--- config.mk ---
export PLATFORM = sky130hd
export DESIGN_NAME = fdo_top
export DESIGN_NICKNAME = d
export VERILOG_FILES = /design/src/hw/fdo_pkg.sv /design/src/hw/fdo_top.sv
export SDC_FILE = /design/constraint.sdc
export NUM_CORES = 1
export LEC_CHECK = 0
export ABC_AREA = 1
export ABC_CLOCK_PERIOD_IN_PS = 8600
export BUFFER_PORTS_ARGS = -buffer_cell sky130_fd_sc_hd__buf_4
export CAP_MARGIN = 20
export CORE_UTILIZATION = 36
export DETAILED_ROUTE_END_ITERATION = 16
export GPL_TIMING_DRIVEN = 0
export PLACE_DENSITY = 0.58
export SYNTH_ARGS = -nofsm -noshare
export SYNTH_HDL_FRONTEND = slang
export SYNTH_SLANG_ARGS = --single-unit
--- constraint.sdc ---
create_clock -name sys_clk -period 8.6 [get_ports sys_clk]
set_clock_uncertainty 0.2 [all_clocks]
set_input_delay 0.43 -clock sys_clk [delete_from_list [all_inputs] [get_ports sys_clk]]
set_output_delay 0.43 -clock sys_clk [all_outputs]
set_load 0.01 [all_outputs]
--- src/hw/fdo_pkg.sv ---
package fdo_pkg;

   // Clock and timing
   localparam int CLK_HZ = 25_000_000;
   localparam int TICK_MIN_US = 100;
   localparam int TICK_MIN_CYC = (TICK_MIN_US * (CLK_HZ / 1000) + 999) / 1000;
   localparam int TICK_HALF_CYC = TICK_MIN_CYC / 2;
   localparam int PW_MAX_MS = 50;
   localparam int PW_MAX_CYC = PW_MAX_MS * (CLK_HZ / 1000);
   localparam int RATE_FULL_LOG2 = 16;
   localparam logic [47:0] FREQ_HALF_THR = 48'(CLK_HZ) * (48'h1 << (RATE_FULL_LOG2 - 1));

   // Register byte offsets
   localparam logic [7:0] REG_CTRL = 8'h00;
   localparam logic [7:0] REG_ALARM_EN = 8'h04;
   localparam logic [7:0] REG_UNITS = 8'h08;
   localparam logic [7:0] REG_UPPER_FREQ = 8'h0c;
   localparam logic [7:0] REG_STATUS = 8'h10;
   localparam logic [7:0] REG_PULSE_TOTAL = 8'h14;

   // Reset values
   localparam logic [13:0] CTRL_RST = 14'h0000;
   localparam logic [7:0] ALARM_EN_RST = 8'h00;
   localparam logic [15:0] UNITS_RST = 16'h0001;
   localparam logic [15:0] UPPER_FREQ_RST = 16'h03e8;

   // Status field positions
   localparam int ST_DOUT = 0;
   localparam int ST_REVERSE = 1;
   localparam int ST_ALARM = 2;
   localparam int ST_BIN_LEVEL = 3;
   localparam int ST_PULSE_BUSY = 4;
   localparam int ST_PENDING_LSB = 8;

   // AXI responses
   localparam logic [1:0] RESP_OKAY = 2'b00;
   localparam logic [1:0] RESP_SLVERR = 2'b10;

   typedef enum logic [1:0] {MODE_OFF = 2'b00, MODE_BINARY = 2'b01, MODE_PULSE = 2'b10, MODE_FREQ = 2'b11} fdo_mode_t;
   typedef enum logic [1:0] {DIR_BOTH = 2'b00, DIR_FWD = 2'b01, DIR_REV = 2'b10, DIR_RSVD = 2'b11} fdo_dir_t;
   typedef enum logic [1:0] {SRC_OFF = 2'b00, SRC_MASS = 2'b01, SRC_VOLUME = 2'b10, SRC_RSVD = 2'b11} fdo_src_t;
   typedef enum logic [2:0] {FN_OFF = 3'b000, FN_DIRECTION = 3'b001, FN_ALARM = 3'b010, FN_RANGE = 3'b011,
                             FN_BATCH = 3'b100} fdo_fn_t;
   typedef enum logic [1:0] {P_IDLE = 2'b00, P_HIGH = 2'b01, P_GAP = 2'b10} fdo_pstate_t;

   typedef struct packed {
      logic batch_en;
      logic dual_range;
      logic pol_low;
      fdo_fn_t fn;
      fdo_src_t freq_src;
      fdo_src_t pulse_src;
      fdo_dir_t dir;
      fdo_mode_t mode;
   } fdo_ctrl_t;

   typedef struct packed {
      logic internal_temp;
      logic sensor_temp;
      logic conductivity;
      logic gas_bubble;
      logic partial_fill_alarm;
      logic empty_tube_alarm;
      logic volume_flow_low_alarm;
      logic volume_flow_high_alarm;
   } fdo_alarm_t;

endpackage

--- src/hw/fdo_top.sv ---
// What this block does
// - Four modes: off, binary, pulse, frequency; exactly one active.
// - Pulse mode emits one pulse per configured units-per-pulse of quantity.
// - Frequency mode output frequency scales linearly with flow rate.
// - Upper frequency value is the output frequency at full-scale flow.
// - Both-directions filter passes flow of either direction.
// - Forward filter passes only forward flow.
// - Reverse filter passes only reverse flow.
// - Direction filter applies only in pulse and frequency modes.
// - Pulse source selects off, mass or volume; off gives no pulses.
// - Frequency source selects off, mass or volume flow rate.
// - Pulse width is derived from units-per-pulse, not fixed.
// - Binary direction function shows current flow direction.
// - Binary alarm function asserts while any enabled alarm is active.
// - Binary range function asserts in range two, only if dual ranging set.
// - Binary batch function asserts at fill quantity, only if batching enabled.
// - Binary polarity active high or low, default active high.
// - Eight alarm enables exist, used only by the alarm function.
// - Pulse, frequency and binary settings act only in their own mode.
// - Empty-tube alarm source means tube detected empty.
// - Partial-fill alarm source means tube detected partly filled.
//
// Decided for this implementation: the register offsets and the AXI4-Lite interface to the registers.
`timescale 1ns/1ps
`default_nettype none

module fdo_top #(
   parameter int PW_MAX_CYC = fdo_pkg::PW_MAX_CYC,
   parameter int TICK_HALF_CYC = fdo_pkg::TICK_HALF_CYC
) (
   // Clock and reset
   input wire logic sys_clk,
   input wire logic rst_n,
   // AXI4-Lite write address and data
   input wire logic [7:0] s_axi_awaddr,
   input wire logic s_axi_awvalid,
   output logic s_axi_awready,
   input wire logic [31:0] s_axi_wdata,
   input wire logic [3:0] s_axi_wstrb,
   input wire logic s_axi_wvalid,
   output logic s_axi_wready,
   // AXI4-Lite write response
   output logic [1:0] s_axi_bresp,
   output logic s_axi_bvalid,
   input wire logic s_axi_bready,
   // AXI4-Lite read
   input wire logic [7:0] s_axi_araddr,
   input wire logic s_axi_arvalid,
   output logic s_axi_arready,
   output logic [31:0] s_axi_rdata,
   output logic [1:0] s_axi_rresp,
   output logic s_axi_rvalid,
   input wire logic s_axi_rready,
   // Measurement inputs, same clock
   input wire logic [15:0] mass_rate,
   input wire logic [15:0] volume_rate,
   input wire logic mass_tick,
   input wire logic volume_tick,
   input wire logic flow_reverse,
   input wire fdo_pkg::fdo_alarm_t alarm_src,
   input wire logic range_two_active,
   input wire logic fill_reached,
   // Terminal output
   output logic dout
);

   initial begin
      if (PW_MAX_CYC < 1 || TICK_HALF_CYC < 1 || TICK_HALF_CYC > 65535) begin
         $error("bad pulse timing parameters");
      end
   end

   // One-hot hit; bit 6 flags an unmapped address
   function automatic logic [6:0] reg_decode(input logic [7:0] addr);
      logic [6:0] hit;
      hit = 7'h00;
      unique case (addr)
         fdo_pkg::REG_CTRL: hit[0] = 1'b1;
         fdo_pkg::REG_ALARM_EN: hit[1] = 1'b1;
         fdo_pkg::REG_UNITS: hit[2] = 1'b1;
         fdo_pkg::REG_UPPER_FREQ: hit[3] = 1'b1;
         fdo_pkg::REG_STATUS: hit[4] = 1'b1;
         fdo_pkg::REG_PULSE_TOTAL: hit[5] = 1'b1;
         default: hit[6] = 1'b1;
      endcase
      return hit;
   endfunction

   function automatic logic dir_pass(input fdo_pkg::fdo_dir_t dir, input logic rev);
      return (dir == fdo_pkg::DIR_FWD) ? !rev
           : (dir == fdo_pkg::DIR_REV) ? rev : 1'b1;
   endfunction

   // Registers
   fdo_pkg::fdo_ctrl_t ctrl_reg;
   logic [7:0] alarm_en_reg;
   logic [15:0] units_reg;
   logic [15:0] upper_freq_reg;
   logic [31:0] pulse_total_reg;

   // Bus state
   logic aw_hold_reg;
   logic w_hold_reg;
   logic [7:0] awaddr_reg;
   logic [31:0] wdata_reg;
   logic [3:0] wstrb_reg;
   logic awready_reg;
   logic wready_reg;
   logic bvalid_reg;
   logic [1:0] bresp_reg;
   logic arready_reg;
   logic rvalid_reg;
   logic [31:0] rdata_reg;
   logic [1:0] rresp_reg;
   logic dout_reg;

   logic do_write;
   logic [6:0] wr_hit;
   logic [6:0] rd_hit;

   assign do_write = aw_hold_reg && w_hold_reg && !bvalid_reg;
   assign wr_hit = reg_decode(awaddr_reg);
   assign rd_hit = reg_decode(s_axi_araddr);

   // Byte lanes with a clear strobe keep their old bits
   logic [31:0] wmask;
   assign wmask = {{8{wstrb_reg[3]}}, {8{wstrb_reg[2]}}, {8{wstrb_reg[1]}}, {8{wstrb_reg[0]}}};

   always_ff @(posedge sys_clk) begin
      if (!rst_n) begin
         aw_hold_reg <= 1'b0;
         awaddr_reg <= 8'h00;
         awready_reg <= 1'b0;
      end else if (s_axi_awvalid && awready_reg) begin
         aw_hold_reg <= 1'b1;
         awaddr_reg <= s_axi_awaddr;
         awready_reg <= 1'b0;
      end else if (do_write) begin
         aw_hold_reg <= 1'b0;
      end else if (!aw_hold_reg && !bvalid_reg) begin
         awready_reg <= 1'b1;
      end
   end

   always_ff @(posedge sys_clk) begin
      if (!rst_n) begin
         w_hold_reg <= 1'b0;
         wdata_reg <= 32'h0000_0000;
         wstrb_reg <= 4'h0;
         wready_reg <= 1'b0;
      end else if (s_axi_wvalid && wready_reg) begin
         w_hold_reg <= 1'b1;
         wdata_reg <= s_axi_wdata;
         wstrb_reg <= s_axi_wstrb;
         wready_reg <= 1'b0;
      end else if (do_write) begin
         w_hold_reg <= 1'b0;
      end else if (!w_hold_reg && !bvalid_reg) begin
         wready_reg <= 1'b1;
      end
   end

   always_ff @(posedge sys_clk) begin
      if (!rst_n) begin
         bvalid_reg <= 1'b0;
         bresp_reg <= fdo_pkg::RESP_OKAY;
      end else if (do_write) begin
         bvalid_reg <= 1'b1;
         bresp_reg <= (wr_hit[6] || wr_hit[4] || wr_hit[5]) ? fdo_pkg::RESP_SLVERR : fdo_pkg::RESP_OKAY;
      end else if (bvalid_reg && s_axi_bready) begin
         bvalid_reg <= 1'b0;
      end
   end

   // Writable configuration
   always_ff @(posedge sys_clk) begin
      if (!rst_n) begin
         ctrl_reg <= fdo_pkg::fdo_ctrl_t'(fdo_pkg::CTRL_RST);
         alarm_en_reg <= fdo_pkg::ALARM_EN_RST;
         units_reg <= fdo_pkg::UNITS_RST;
         upper_freq_reg <= fdo_pkg::UPPER_FREQ_RST;
      end else if (do_write) begin
         if (wr_hit[0]) begin
            ctrl_reg <= fdo_pkg::fdo_ctrl_t'((ctrl_reg & ~wmask[13:0]) | (wdata_reg[13:0] & wmask[13:0]));
         end
         if (wr_hit[1]) begin
            alarm_en_reg <= (alarm_en_reg & ~wmask[7:0]) | (wdata_reg[7:0] & wmask[7:0]);
         end
         if (wr_hit[2]) begin
            units_reg <= (units_reg & ~wmask[15:0]) | (wdata_reg[15:0] & wmask[15:0]);
         end
         if (wr_hit[3]) begin
            upper_freq_reg <= (upper_freq_reg & ~wmask[15:0]) | (wdata_reg[15:0] & wmask[15:0]);
         end
      end
   end

   // Binary function
   logic alarm_any;
   logic fn_level;
   logic bin_level;

   // Sources arrive qualified upstream
   assign alarm_any = |(alarm_src & alarm_en_reg);

   always_comb begin
      fn_level = 1'b0;
      case (ctrl_reg.fn)
         fdo_pkg::FN_DIRECTION: fn_level = flow_reverse;
         fdo_pkg::FN_ALARM: fn_level = alarm_any;
         fdo_pkg::FN_RANGE: fn_level = ctrl_reg.dual_range && range_two_active;
         fdo_pkg::FN_BATCH: fn_level = ctrl_reg.batch_en && fill_reached;
         default: fn_level = 1'b0;
      endcase
   end

   assign bin_level = fn_level ^ ctrl_reg.pol_low;

   // Pulse engine
   logic pulse_cfg_on;
   logic tick_sel;
   logic tick_ok;
   logic [15:0] units_eff;
   logic unit_hit;
   logic [15:0] qty_cnt_reg;
   logic [7:0] pending_reg;
   logic pulse_start;
   logic [31:0] pw_full;
   logic [31:0] pw_cyc;
   logic [31:0] pw_cnt_reg;
   fdo_pkg::fdo_pstate_t pstate_reg;

   // Pulse state clears outside pulse mode
   assign pulse_cfg_on = (ctrl_reg.mode == fdo_pkg::MODE_PULSE);

   always_comb begin
      tick_sel = 1'b0;
      case (ctrl_reg.pulse_src)
         fdo_pkg::SRC_MASS: tick_sel = mass_tick;
         fdo_pkg::SRC_VOLUME: tick_sel = volume_tick;
         default: tick_sel = 1'b0;
      endcase
   end

   assign tick_ok = pulse_cfg_on && tick_sel && dir_pass(ctrl_reg.dir, flow_reverse);
   assign units_eff = (units_reg == 16'h0000) ? 16'h0001 : units_reg;
   assign unit_hit = tick_ok && (({1'b0, qty_cnt_reg} + 17'h00001) >= {1'b0, units_eff});

   always_ff @(posedge sys_clk) begin
      if (!rst_n || !pulse_cfg_on) begin
         qty_cnt_reg <= 16'h0000;
      end else if (unit_hit) begin
         qty_cnt_reg <= 16'h0000;
      end else if (tick_ok) begin
         qty_cnt_reg <= qty_cnt_reg + 16'h0001;
      end
   end

   // Width scales with units per pulse so back-to-back pulses never merge at top rate
   assign pw_full = 32'(units_eff) * 32'(TICK_HALF_CYC);
   assign pw_cyc = (pw_full > 32'(PW_MAX_CYC)) ? 32'(PW_MAX_CYC) : pw_full;
   assign pulse_start = (pstate_reg == fdo_pkg::P_IDLE) && (pending_reg != 8'h00);

   // A hit in the same cycle as a start keeps the count: the new pulse is not lost
   always_ff @(posedge sys_clk) begin
      if (!rst_n || !pulse_cfg_on) begin
         pending_reg <= 8'h00;
      end else if (unit_hit && !pulse_start) begin
         pending_reg <= (pending_reg == 8'hff) ? pending_reg : pending_reg + 8'h01;
      end else if (pulse_start && !unit_hit) begin
         pending_reg <= pending_reg - 8'h01;
      end
   end

   always_ff @(posedge sys_clk) begin
      if (!rst_n || !pulse_cfg_on) begin
         pstate_reg <= fdo_pkg::P_IDLE;
         pw_cnt_reg <= 32'h0000_0000;
      end else begin
         unique case (pstate_reg)
            fdo_pkg::P_IDLE: begin
               if (pulse_start) begin
                  pstate_reg <= fdo_pkg::P_HIGH;
                  pw_cnt_reg <= pw_cyc - 32'h1;
               end
            end
            fdo_pkg::P_HIGH: begin
               if (pw_cnt_reg == 32'h0) begin
                  pstate_reg <= fdo_pkg::P_GAP;
                  pw_cnt_reg <= pw_cyc - 32'h1;
               end else begin
                  pw_cnt_reg <= pw_cnt_reg - 32'h1;
               end
            end
            fdo_pkg::P_GAP: begin
               if (pw_cnt_reg == 32'h0) begin
                  pstate_reg <= fdo_pkg::P_IDLE;
               end else begin
                  pw_cnt_reg <= pw_cnt_reg - 32'h1;
               end
            end
            default: begin
               pstate_reg <= fdo_pkg::P_IDLE;
            end
         endcase
      end
   end

   always_ff @(posedge sys_clk) begin
      if (!rst_n) begin
         pulse_total_reg <= 32'h0000_0000;
      end else if (pulse_start) begin
         pulse_total_reg <= pulse_total_reg + 32'h1;
      end
   end

   // Frequency engine
   logic freq_cfg_on;
   logic [15:0] rate_sel;
   logic [47:0] freq_inc;
   logic [47:0] freq_sum;
   logic [47:0] freq_acc_reg;
   logic freq_lvl_reg;

   assign freq_cfg_on = (ctrl_reg.mode == fdo_pkg::MODE_FREQ);

   always_comb begin
      rate_sel = 16'h0000;
      case (ctrl_reg.freq_src)
         fdo_pkg::SRC_MASS: rate_sel = mass_rate;
         fdo_pkg::SRC_VOLUME: rate_sel = volume_rate;
         default: rate_sel = 16'h0000;
      endcase
      if (!dir_pass(ctrl_reg.dir, flow_reverse)) begin
         rate_sel = 16'h0000;
      end
   end

   // Step is upper frequency x rate; full scale 2^16
   assign freq_inc = 48'(upper_freq_reg) * 48'(rate_sel);
   assign freq_sum = freq_acc_reg + freq_inc;

   always_ff @(posedge sys_clk) begin
      if (!rst_n || !freq_cfg_on) begin
         freq_acc_reg <= 48'h0;
         freq_lvl_reg <= 1'b0;
      end else if (freq_sum >= fdo_pkg::FREQ_HALF_THR) begin
         freq_acc_reg <= freq_sum - fdo_pkg::FREQ_HALF_THR;
         freq_lvl_reg <= !freq_lvl_reg;
      end else begin
         freq_acc_reg <= freq_sum;
      end
   end

   // Output select
   logic dout_next;

   always_comb begin
      dout_next = 1'b0;
      unique case (ctrl_reg.mode)
         fdo_pkg::MODE_OFF: dout_next = 1'b0;
         fdo_pkg::MODE_BINARY: dout_next = bin_level;
         fdo_pkg::MODE_PULSE: dout_next = (pstate_reg == fdo_pkg::P_HIGH);
         fdo_pkg::MODE_FREQ: dout_next = freq_lvl_reg;
      endcase
   end

   always_ff @(posedge sys_clk) begin
      if (!rst_n) begin
         dout_reg <= 1'b0;
      end else begin
         dout_reg <= dout_next;
      end
   end

   // Read path
   logic [31:0] status_word;

   always_comb begin
      status_word = 32'h0000_0000;
      status_word[fdo_pkg::ST_DOUT] = dout_reg;
      status_word[fdo_pkg::ST_REVERSE] = flow_reverse;
      status_word[fdo_pkg::ST_ALARM] = alarm_any;
      status_word[fdo_pkg::ST_BIN_LEVEL] = bin_level;
      status_word[fdo_pkg::ST_PULSE_BUSY] = (pstate_reg != fdo_pkg::P_IDLE);
      status_word[fdo_pkg::ST_PENDING_LSB +: 8] = pending_reg;
   end

   always_ff @(posedge sys_clk) begin
      if (!rst_n) begin
         arready_reg <= 1'b0;
         rvalid_reg <= 1'b0;
         rdata_reg <= 32'h0000_0000;
         rresp_reg <= fdo_pkg::RESP_OKAY;
      end else if (s_axi_arvalid && arready_reg) begin
         arready_reg <= 1'b0;
         rvalid_reg <= 1'b1;
         rresp_reg <= rd_hit[6] ? fdo_pkg::RESP_SLVERR : fdo_pkg::RESP_OKAY;
         rdata_reg <= ({32{rd_hit[0]}} & {18'h0, ctrl_reg})
                    | ({32{rd_hit[1]}} & {24'h0, alarm_en_reg})
                    | ({32{rd_hit[2]}} & {16'h0, units_reg})
                    | ({32{rd_hit[3]}} & {16'h0, upper_freq_reg})
                    | ({32{rd_hit[4]}} & status_word)
                    | ({32{rd_hit[5]}} & pulse_total_reg);
      end else if (rvalid_reg && s_axi_rready) begin
         rvalid_reg <= 1'b0;
      end else if (!rvalid_reg) begin
         arready_reg <= 1'b1;
      end
   end

   assign s_axi_awready = awready_reg;
   assign s_axi_wready = wready_reg;
   assign s_axi_bvalid = bvalid_reg;
   assign s_axi_bresp = bresp_reg;
   assign s_axi_arready = arready_reg;
   assign s_axi_rvalid = rvalid_reg;
   assign s_axi_rdata = rdata_reg;
   assign s_axi_rresp = rresp_reg;
   assign dout = dout_reg;

endmodule

`default_nettype wire

==> results.json, run 1 <==
{
  "status": "finished, final reports clean",
  "worstMarginPinSlew_ps": 987.9,
  "die_y_um": 278.8,
  "grt_use_total_pct": 22.36,
  "cts-root-buf": "clkbuf_16",
  "route.detailed.drc": 0,
  "htreeDepth": 1,
  "final_antenna_net_count": 0,
  "endpoint": "freq_acc_reg[31]",
  "num_vias": 25470,
  "synth_top_area_share_pct": 18.94,
  "critPathKind": "flip-flop to flip-flop",
  "core.rowCount": 101,
  "report.final.slew_viol_count": 0,
  "finalHoldViolations": 0,
  "die_width_um": 278.8,
  "syn_area_um2": 27580,
  "initial_core_util_pct": 36.37,
  "drive_gt1_share_pct": 10.72,
  "synth-seq-cells": 261,
  "crit_arrival_ps": 8630,
  "slew_headroom_pct": 33.53,
  "synth-edff-count": 0,
  "powerDensity_nw_per_um2": 86.26,
  "leakagePower_nw": 14.92,
  "drt-initial-drc-count": 1610,
  "nFillCells": 7967,
  "finalNonFillerCells": 5082,
  "ys_seq_area_share_pct": 18.94,
  "core_area_um2": 75820,
  "pre_cts_ws_ps": -1314,
  "placed_cells_incl_taps": 4974,
  "antenna_found_initial": 0,
  "n_antenna_cell": 0,
  "synth_cell_types": 69,
  "cts_tree": "built",
  "grt_pass1_vias": 24590,
  "cts_buffers": 31,
  "die_area_um2": 77720,
  "start_kind": "flip-flop",
  "ioPinCount": 146,
  "clkTransAtPathRegs_ps": 60,
  "cts_sinks": 261,
  "end_kind": "flip-flop",
  "grt.overflow.total": 0,
  "yosysWarnings": 0,
  "cp_slowest_cell": "dfxtp_1",
  "fmax_mhz": 120.3,
  "synth.area.top_cells": "dfxtp_1 (19%), fa_1 (19%), inv_1 (11%), ha_1 (10%), nand2_1 (9.9%)",
  "async_reset_ff_share_pct": 0,
  "rsz0062_at_grt": "yes",
  "area_delta_synth_final_pct": 15.24,
  "synth.largest_area_cell": "dfxtp_1",
  "cp.required_ps": 8920,
  "crit_fanout": 10,
  "fin_hold_ws_ps": 82.25,
  "min_period_ps": 8313,
  "slowest_delay_ps": 870,
  "via_per_inst": 5.012,
  "avgRoutedWirePerCell_um": 17.36,
  "drt-total-wl_um": 88220,
  "fin_nets": 4669,
  "detail_route.first_pass.iterations": 7,
  "clk_latency_ps": 630,
  "grt_pass1_wl_um": 136400,
  "gp_congestion": 0.9280,
  "min_period_over_period_pct": 96.67,
  "r2r_cells": 31,
  "cts_buffer_depth": 3,
  "syn_avg_cell_area_um2": 7.136,
  "portBuffers": 125,
  "hold_path_class": "input port to flip-flop",
  "setup_viol": 0,
  "ys.flop_type": "dfxtp_1",
  "r2r_end": "freq_acc_reg[31]",
  "hpwl_um": 72280,
  "reg2reg_setup_slack_ps": 290,
  "grt_max_degree": 17,
  "setup_slack_ps": 286.7,
  "synthCells": 3865,
  "ir_worst_vdd_mv": 0.1250,
  "cap_violations": 0
}
cell type report:
class                           instances  area [µm²]  area share, %
Tap cell                              978        1224          3.850
Timing Repair Buffer                  190        1544          4.858
Inverter                              807        3065          9.645
Multi-Input combinational cell       2694       19250          60.56
Clock inverter                         15       186.4         0.5865
Clock buffer                           40       829.5          2.610
Buffer                                 97       460.4          1.449
Sequential cell                       261        5226          16.44
synth_stat cells, drive strengths merged (3+ instances only):
cell,n
o31ai,16
o21ai,190
o211ai,12
buf,19
nor2,473
a221oi,15
o21a,5
nor4,21
xnor2,31
nand4,41
clkbuf,85
o21bai,11
a21oi,242
a22o,22
nand3,154
inv,801
a21o,13
or2,16
xor2,56
fa,260
o22ai,18
ha,223
clkinv,6
a31oi,21
nor3,56
o221ai,5
dfxtp,261
and2,3
nand3b,8
a211oi,18
nand2,748
worst max-delay path: cells and delay by family, from the launching register on:
family | cells | cell delay [ps]
compound gates | 4 | 800
xor+xnor | 1 | 240
flops | 1 | 870
fa+ha+maj | 7 | 3240
buf+inv | 8 | 1140
simple gates | 11 | 1700
layout by cell type, fill, tap and decap left out, types with 15 or more instances in the layout:
cell type | synthesis | routed
a211oi_1 | 18 | 17
a21oi_1 | 230 | 222
a21oi_2 | 10 | 18
a221oi_1 | 15 | 15
a22o_1 | 22 | 22
a31oi_1 | 21 | 20
buf_4 | 6 | 161
clkbuf_1 | 85 | 76
clkbuf_16 | 0 | 31
dfxtp_1 | 261 | 260
dlygate4sd3_1 | 0 | 28
fa_1 | 260 | 260
ha_1 | 223 | 217
inv_1 | 775 | 761
inv_2 | 25 | 31
nand2_1 | 724 | 717
nand2_2 | 22 | 28
nand3_1 | 142 | 141
nand4_1 | 41 | 41
nor2_1 | 448 | 430
nor2_2 | 18 | 25
nor2_4 | 7 | 18
nor3_1 | 53 | 53
nor4_1 | 16 | 15
o21ai_0 | 168 | 167
o21ai_1 | 16 | 17
o22ai_1 | 18 | 18
o31ai_1 | 16 | 16
xnor2_1 | 31 | 29
xor2_1 | 46 | 43
per-layer routing:
layer  global-route usage (%)  vias up  wire length (µm)
met1                    29.92    12110             39410
met2                    37.14      646             40500
met4                    7.946        0              3629
li1                         -    12560                 -
met5                        0        -                 0
met3                    2.560      157              4679
worst min-delay path by stage:
stage / cells past startpoint / slack [ps] / end / startpoint
after global placement: 2 / 250 / freq_lvl_reg / freq_lvl_reg
final: 4 / 80 / s_axi_wready / s_axi_wvalid
after floorplan: 2 / 240 / freq_lvl_reg / freq_lvl_reg
after global routing: 4 / 100 / s_axi_wready / s_axi_wvalid
after CTS: 4 / 60 / s_axi_wready / s_axi_wvalid
after detailed placement: 2 / 260 / freq_lvl_reg / freq_lvl_reg
cells by family (layout without fill, tap and decap cells):
| group | after synthesis | in the layout | synth area share, % |
|---|---|---|---|
| other cells | 1 | 2 | 0.01360 |
| compound gates | 598 | 598 | 12.78 |
| flops | 261 | 261 | 18.94 |
| xor+xnor | 87 | 87 | 3.035 |
| buf+inv | 911 | 1149 | 12.58 |
| fa+ha+maj | 483 | 483 | 28.99 |
| simple gates | 1524 | 1524 | 23.66 |
metrics by stage:
| stage | power (mW) | TNS [ps] | utilization (%) | cell area (µm²) |
|---|---|---|---|---|
| 2_1_floorplan | 1.316 | 0 | - | 27580 |
| 3_3_place_gp | 1.390 | -38990 | 39.23 | 29750 |
| 3_5_place_dp | 1.390 | -33100 | 39.30 | 29800 |
| 4_1_cts | 2.769 | 0 | 41.22 | 31250 |
| 5_1_grt | 2.829 | -165.4 | 41.92 | 31780 |
| 6_report | 2.742 | 0 | 41.92 | 31780 |
what timing repair did:
action                                  CTS  global route
setup buffers                             5            26
pin swaps                                 2            16
gates resized for setup                  41            85
hold buffers                             28             0
endpoints found under the setup margin   28            41
hold endpoints to repair                 28             0
where the power goes:
part           leakage, nW  internal [mW]  switching [mW]
Combinational         12.3         0.0612          0.0726
Sequential            2.11           1.23          0.0173
Clock                0.486          0.773           0.592
Total                 14.9           2.06           0.682
Note: power is estimated with default switching activity, not from simulation.
==> inputs of run 2 (changes only) <==
--- a/config.mk
+++ b/config.mk
@@ -10,6 +10,7 @@
 export BUFFER_PORTS_ARGS = -buffer_cell sky130_fd_sc_hd__buf_4
 export CAP_MARGIN = 20
 export CORE_UTILIZATION = 36
+export CTS_BUF_LIST = sky130_fd_sc_hd__clkbuf_4 sky130_fd_sc_hd__clkbuf_8
 export DETAILED_ROUTE_END_ITERATION = 16
 export GPL_TIMING_DRIVEN = 0
 export PLACE_DENSITY = 0.58
==> results.json, run 2 (synthesized netlist as in run 1, its figures left out) <==
{
  "cts_buffer_depth": 3,
  "cap_violations": 0,
  "end_kind": "flip-flop",
  "route.detailed.drc": 0,
  "start_kind": "flip-flop",
  "status": "finished, final reports clean",
  "drt-total-wl_um": 88510,
  "worstMarginPinSlew_ps": 1111,
  "setup_slack_ps": 375.6,
  "grt_pass1_wl_um": 136200,
  "leakagePower_nw": 14.97,
  "cp_slowest_cell": "dfxtp_1",
  "min_period_over_period_pct": 95.63,
  "finalSetupTns_ps": 0,
  "setup_viol": 0,
  "layout_common_cells": "inv_1 (762), nand2_1 (717), nor2_1 (429)",
  "clk_latency_ps": 690,
  "ir_worst_vdd_mv": 0.1023,
  "hold_path_class": "input port to flip-flop",
  "die_y_um": 278.8,
  "finalNonFillerCells": 5108,
  "die_width_um": 278.8,
  "hpwl_um": 72280,
  "final_core_utilization_pct": 41.94,
  "slowest_delay_ps": 870,
  "ioPinCount": 146,
  "grt_use_total_pct": 22.48,
  "regArea_um2": 5226,
  "antenna_found_initial": 1,
  "layout_commonest_cell": "inv_1",
  "cts_tree": "built",
  "cts-root-buf": "clkbuf_8",
  "fin_area_um2": 31800,
  "report.final.slew_viol_count": 0,
  "via_per_inst": 4.997,
  "power.total_mw": 2.663,
  "drive_gt1_share_pct": 11.43,
  "placed_cells_incl_taps": 4974,
  "grt_max_degree": 18,
  "place_area_um2": 29800,
  "min_period_ps": 8224,
  "powerDensity_nw_per_um2": 83.74,
  "clkTransAtPathRegs_ps": 60,
  "nFillCells": 7949,
  "drt-initial-drc-count": 1723,
  "area_delta_synth_final_pct": 15.30,
  "grt.overflow.total": 0,
  "die_area_um2": 77720,
  "finalHoldViolations": 0,
  "cts_buffers": 50,
  "reg2reg_setup_slack_ps": 380,
  "fmax_mhz": 121.6,
  "grt_pass1_vias": 24800,
  "fin_hold_ws_ps": 38.55,
  "cts_sinks": 261,
  "num_vias": 25530,
  "slew_headroom_pct": 25.22,
  "fin_nets": 4690,
  "core_area_um2": 75820,
  "final_antenna_net_count": 0,
  "cp.required_ps": 8960,
  "htreeDepth": 2,
  "multi_input_area_um2": 19260,
  "gp_congestion": 0.9280,
  "avgRoutedWirePerCell_um": 17.33,
  "crit_fanout": 10,
  "portBuffers": 125,
  "critPathKind": "flip-flop to flip-flop",
  "core.rowCount": 101,
  "crit_arrival_ps": 8590,
  "detail_route.first_pass.iterations": 5,
  "pre_cts_ws_ps": -1314,
  "initial_core_util_pct": 36.37
}
-- run 2: final timing paths --
kind                 startpoint          endpoint  cells past startpoint
setup reg to reg      flip-flop  freq_acc_reg[31]                     31
hold reg to reg    freq_lvl_reg      freq_lvl_reg                      2
hold / removal    s_axi_awvalid     s_axi_awready                      4
setup / recovery      flip-flop  freq_acc_reg[31]                     31
-- run 2: what timing repair did --
item	in CTS	in global routing
hold endpoints to repair	29	0
pin swaps	2	16
resized for setup	40	90
setup endpoints to repair	28	41
hold buffers	29	0
setup buffers	4	28
-- run 2: where the power goes --
group          total (mW)  switching [mW]  internal [mW]
combinational       0.135          0.0730         0.0616
sequential           1.24          0.0174           1.23
clock                1.28           0.605          0.680
total                2.66           0.695           1.97
-- run 2: area by class of cell --
cell class,instances,area share [%]
multi-input combinational,2694,60.56
clock buffer,68,2.707
clock inverter,10,0.3541
buffer,97,1.468
inverter,807,9.628
sequential,261,16.43
tap,978,3.848
antenna,1,0.007869
timing repair buffer,192,4.989
-- run 2: critical path: cells and delay by family, from the launching register on --
kind	cells	cell delay (ps)
flip-flops	1	870
adder cells (fa/ha/maj)	7	3230
buffers and inverters	8	1140
XOR/XNOR	1	240
AND/OR/NAND/NOR	11	1640
AO/OA/AOI/OAI	4	770
-- run 2: per-layer routing --
| metal | vias to the layer above | GRT usage (%) | wire length (µm) | part of all wire, % |
|---|---|---|---|---|
| li1 | 12590 | - | - | - |
| met1 | 12040 | 29.38 | 38810 | 44 |
| met2 | 709 | 36.24 | 40210 | 45 |
| met3 | 192 | 3.565 | 5335 | 6.0 |
| met4 | 0 | 10.59 | 4152 | 4.7 |
| met5 | - | 0 | 0 | 0 |
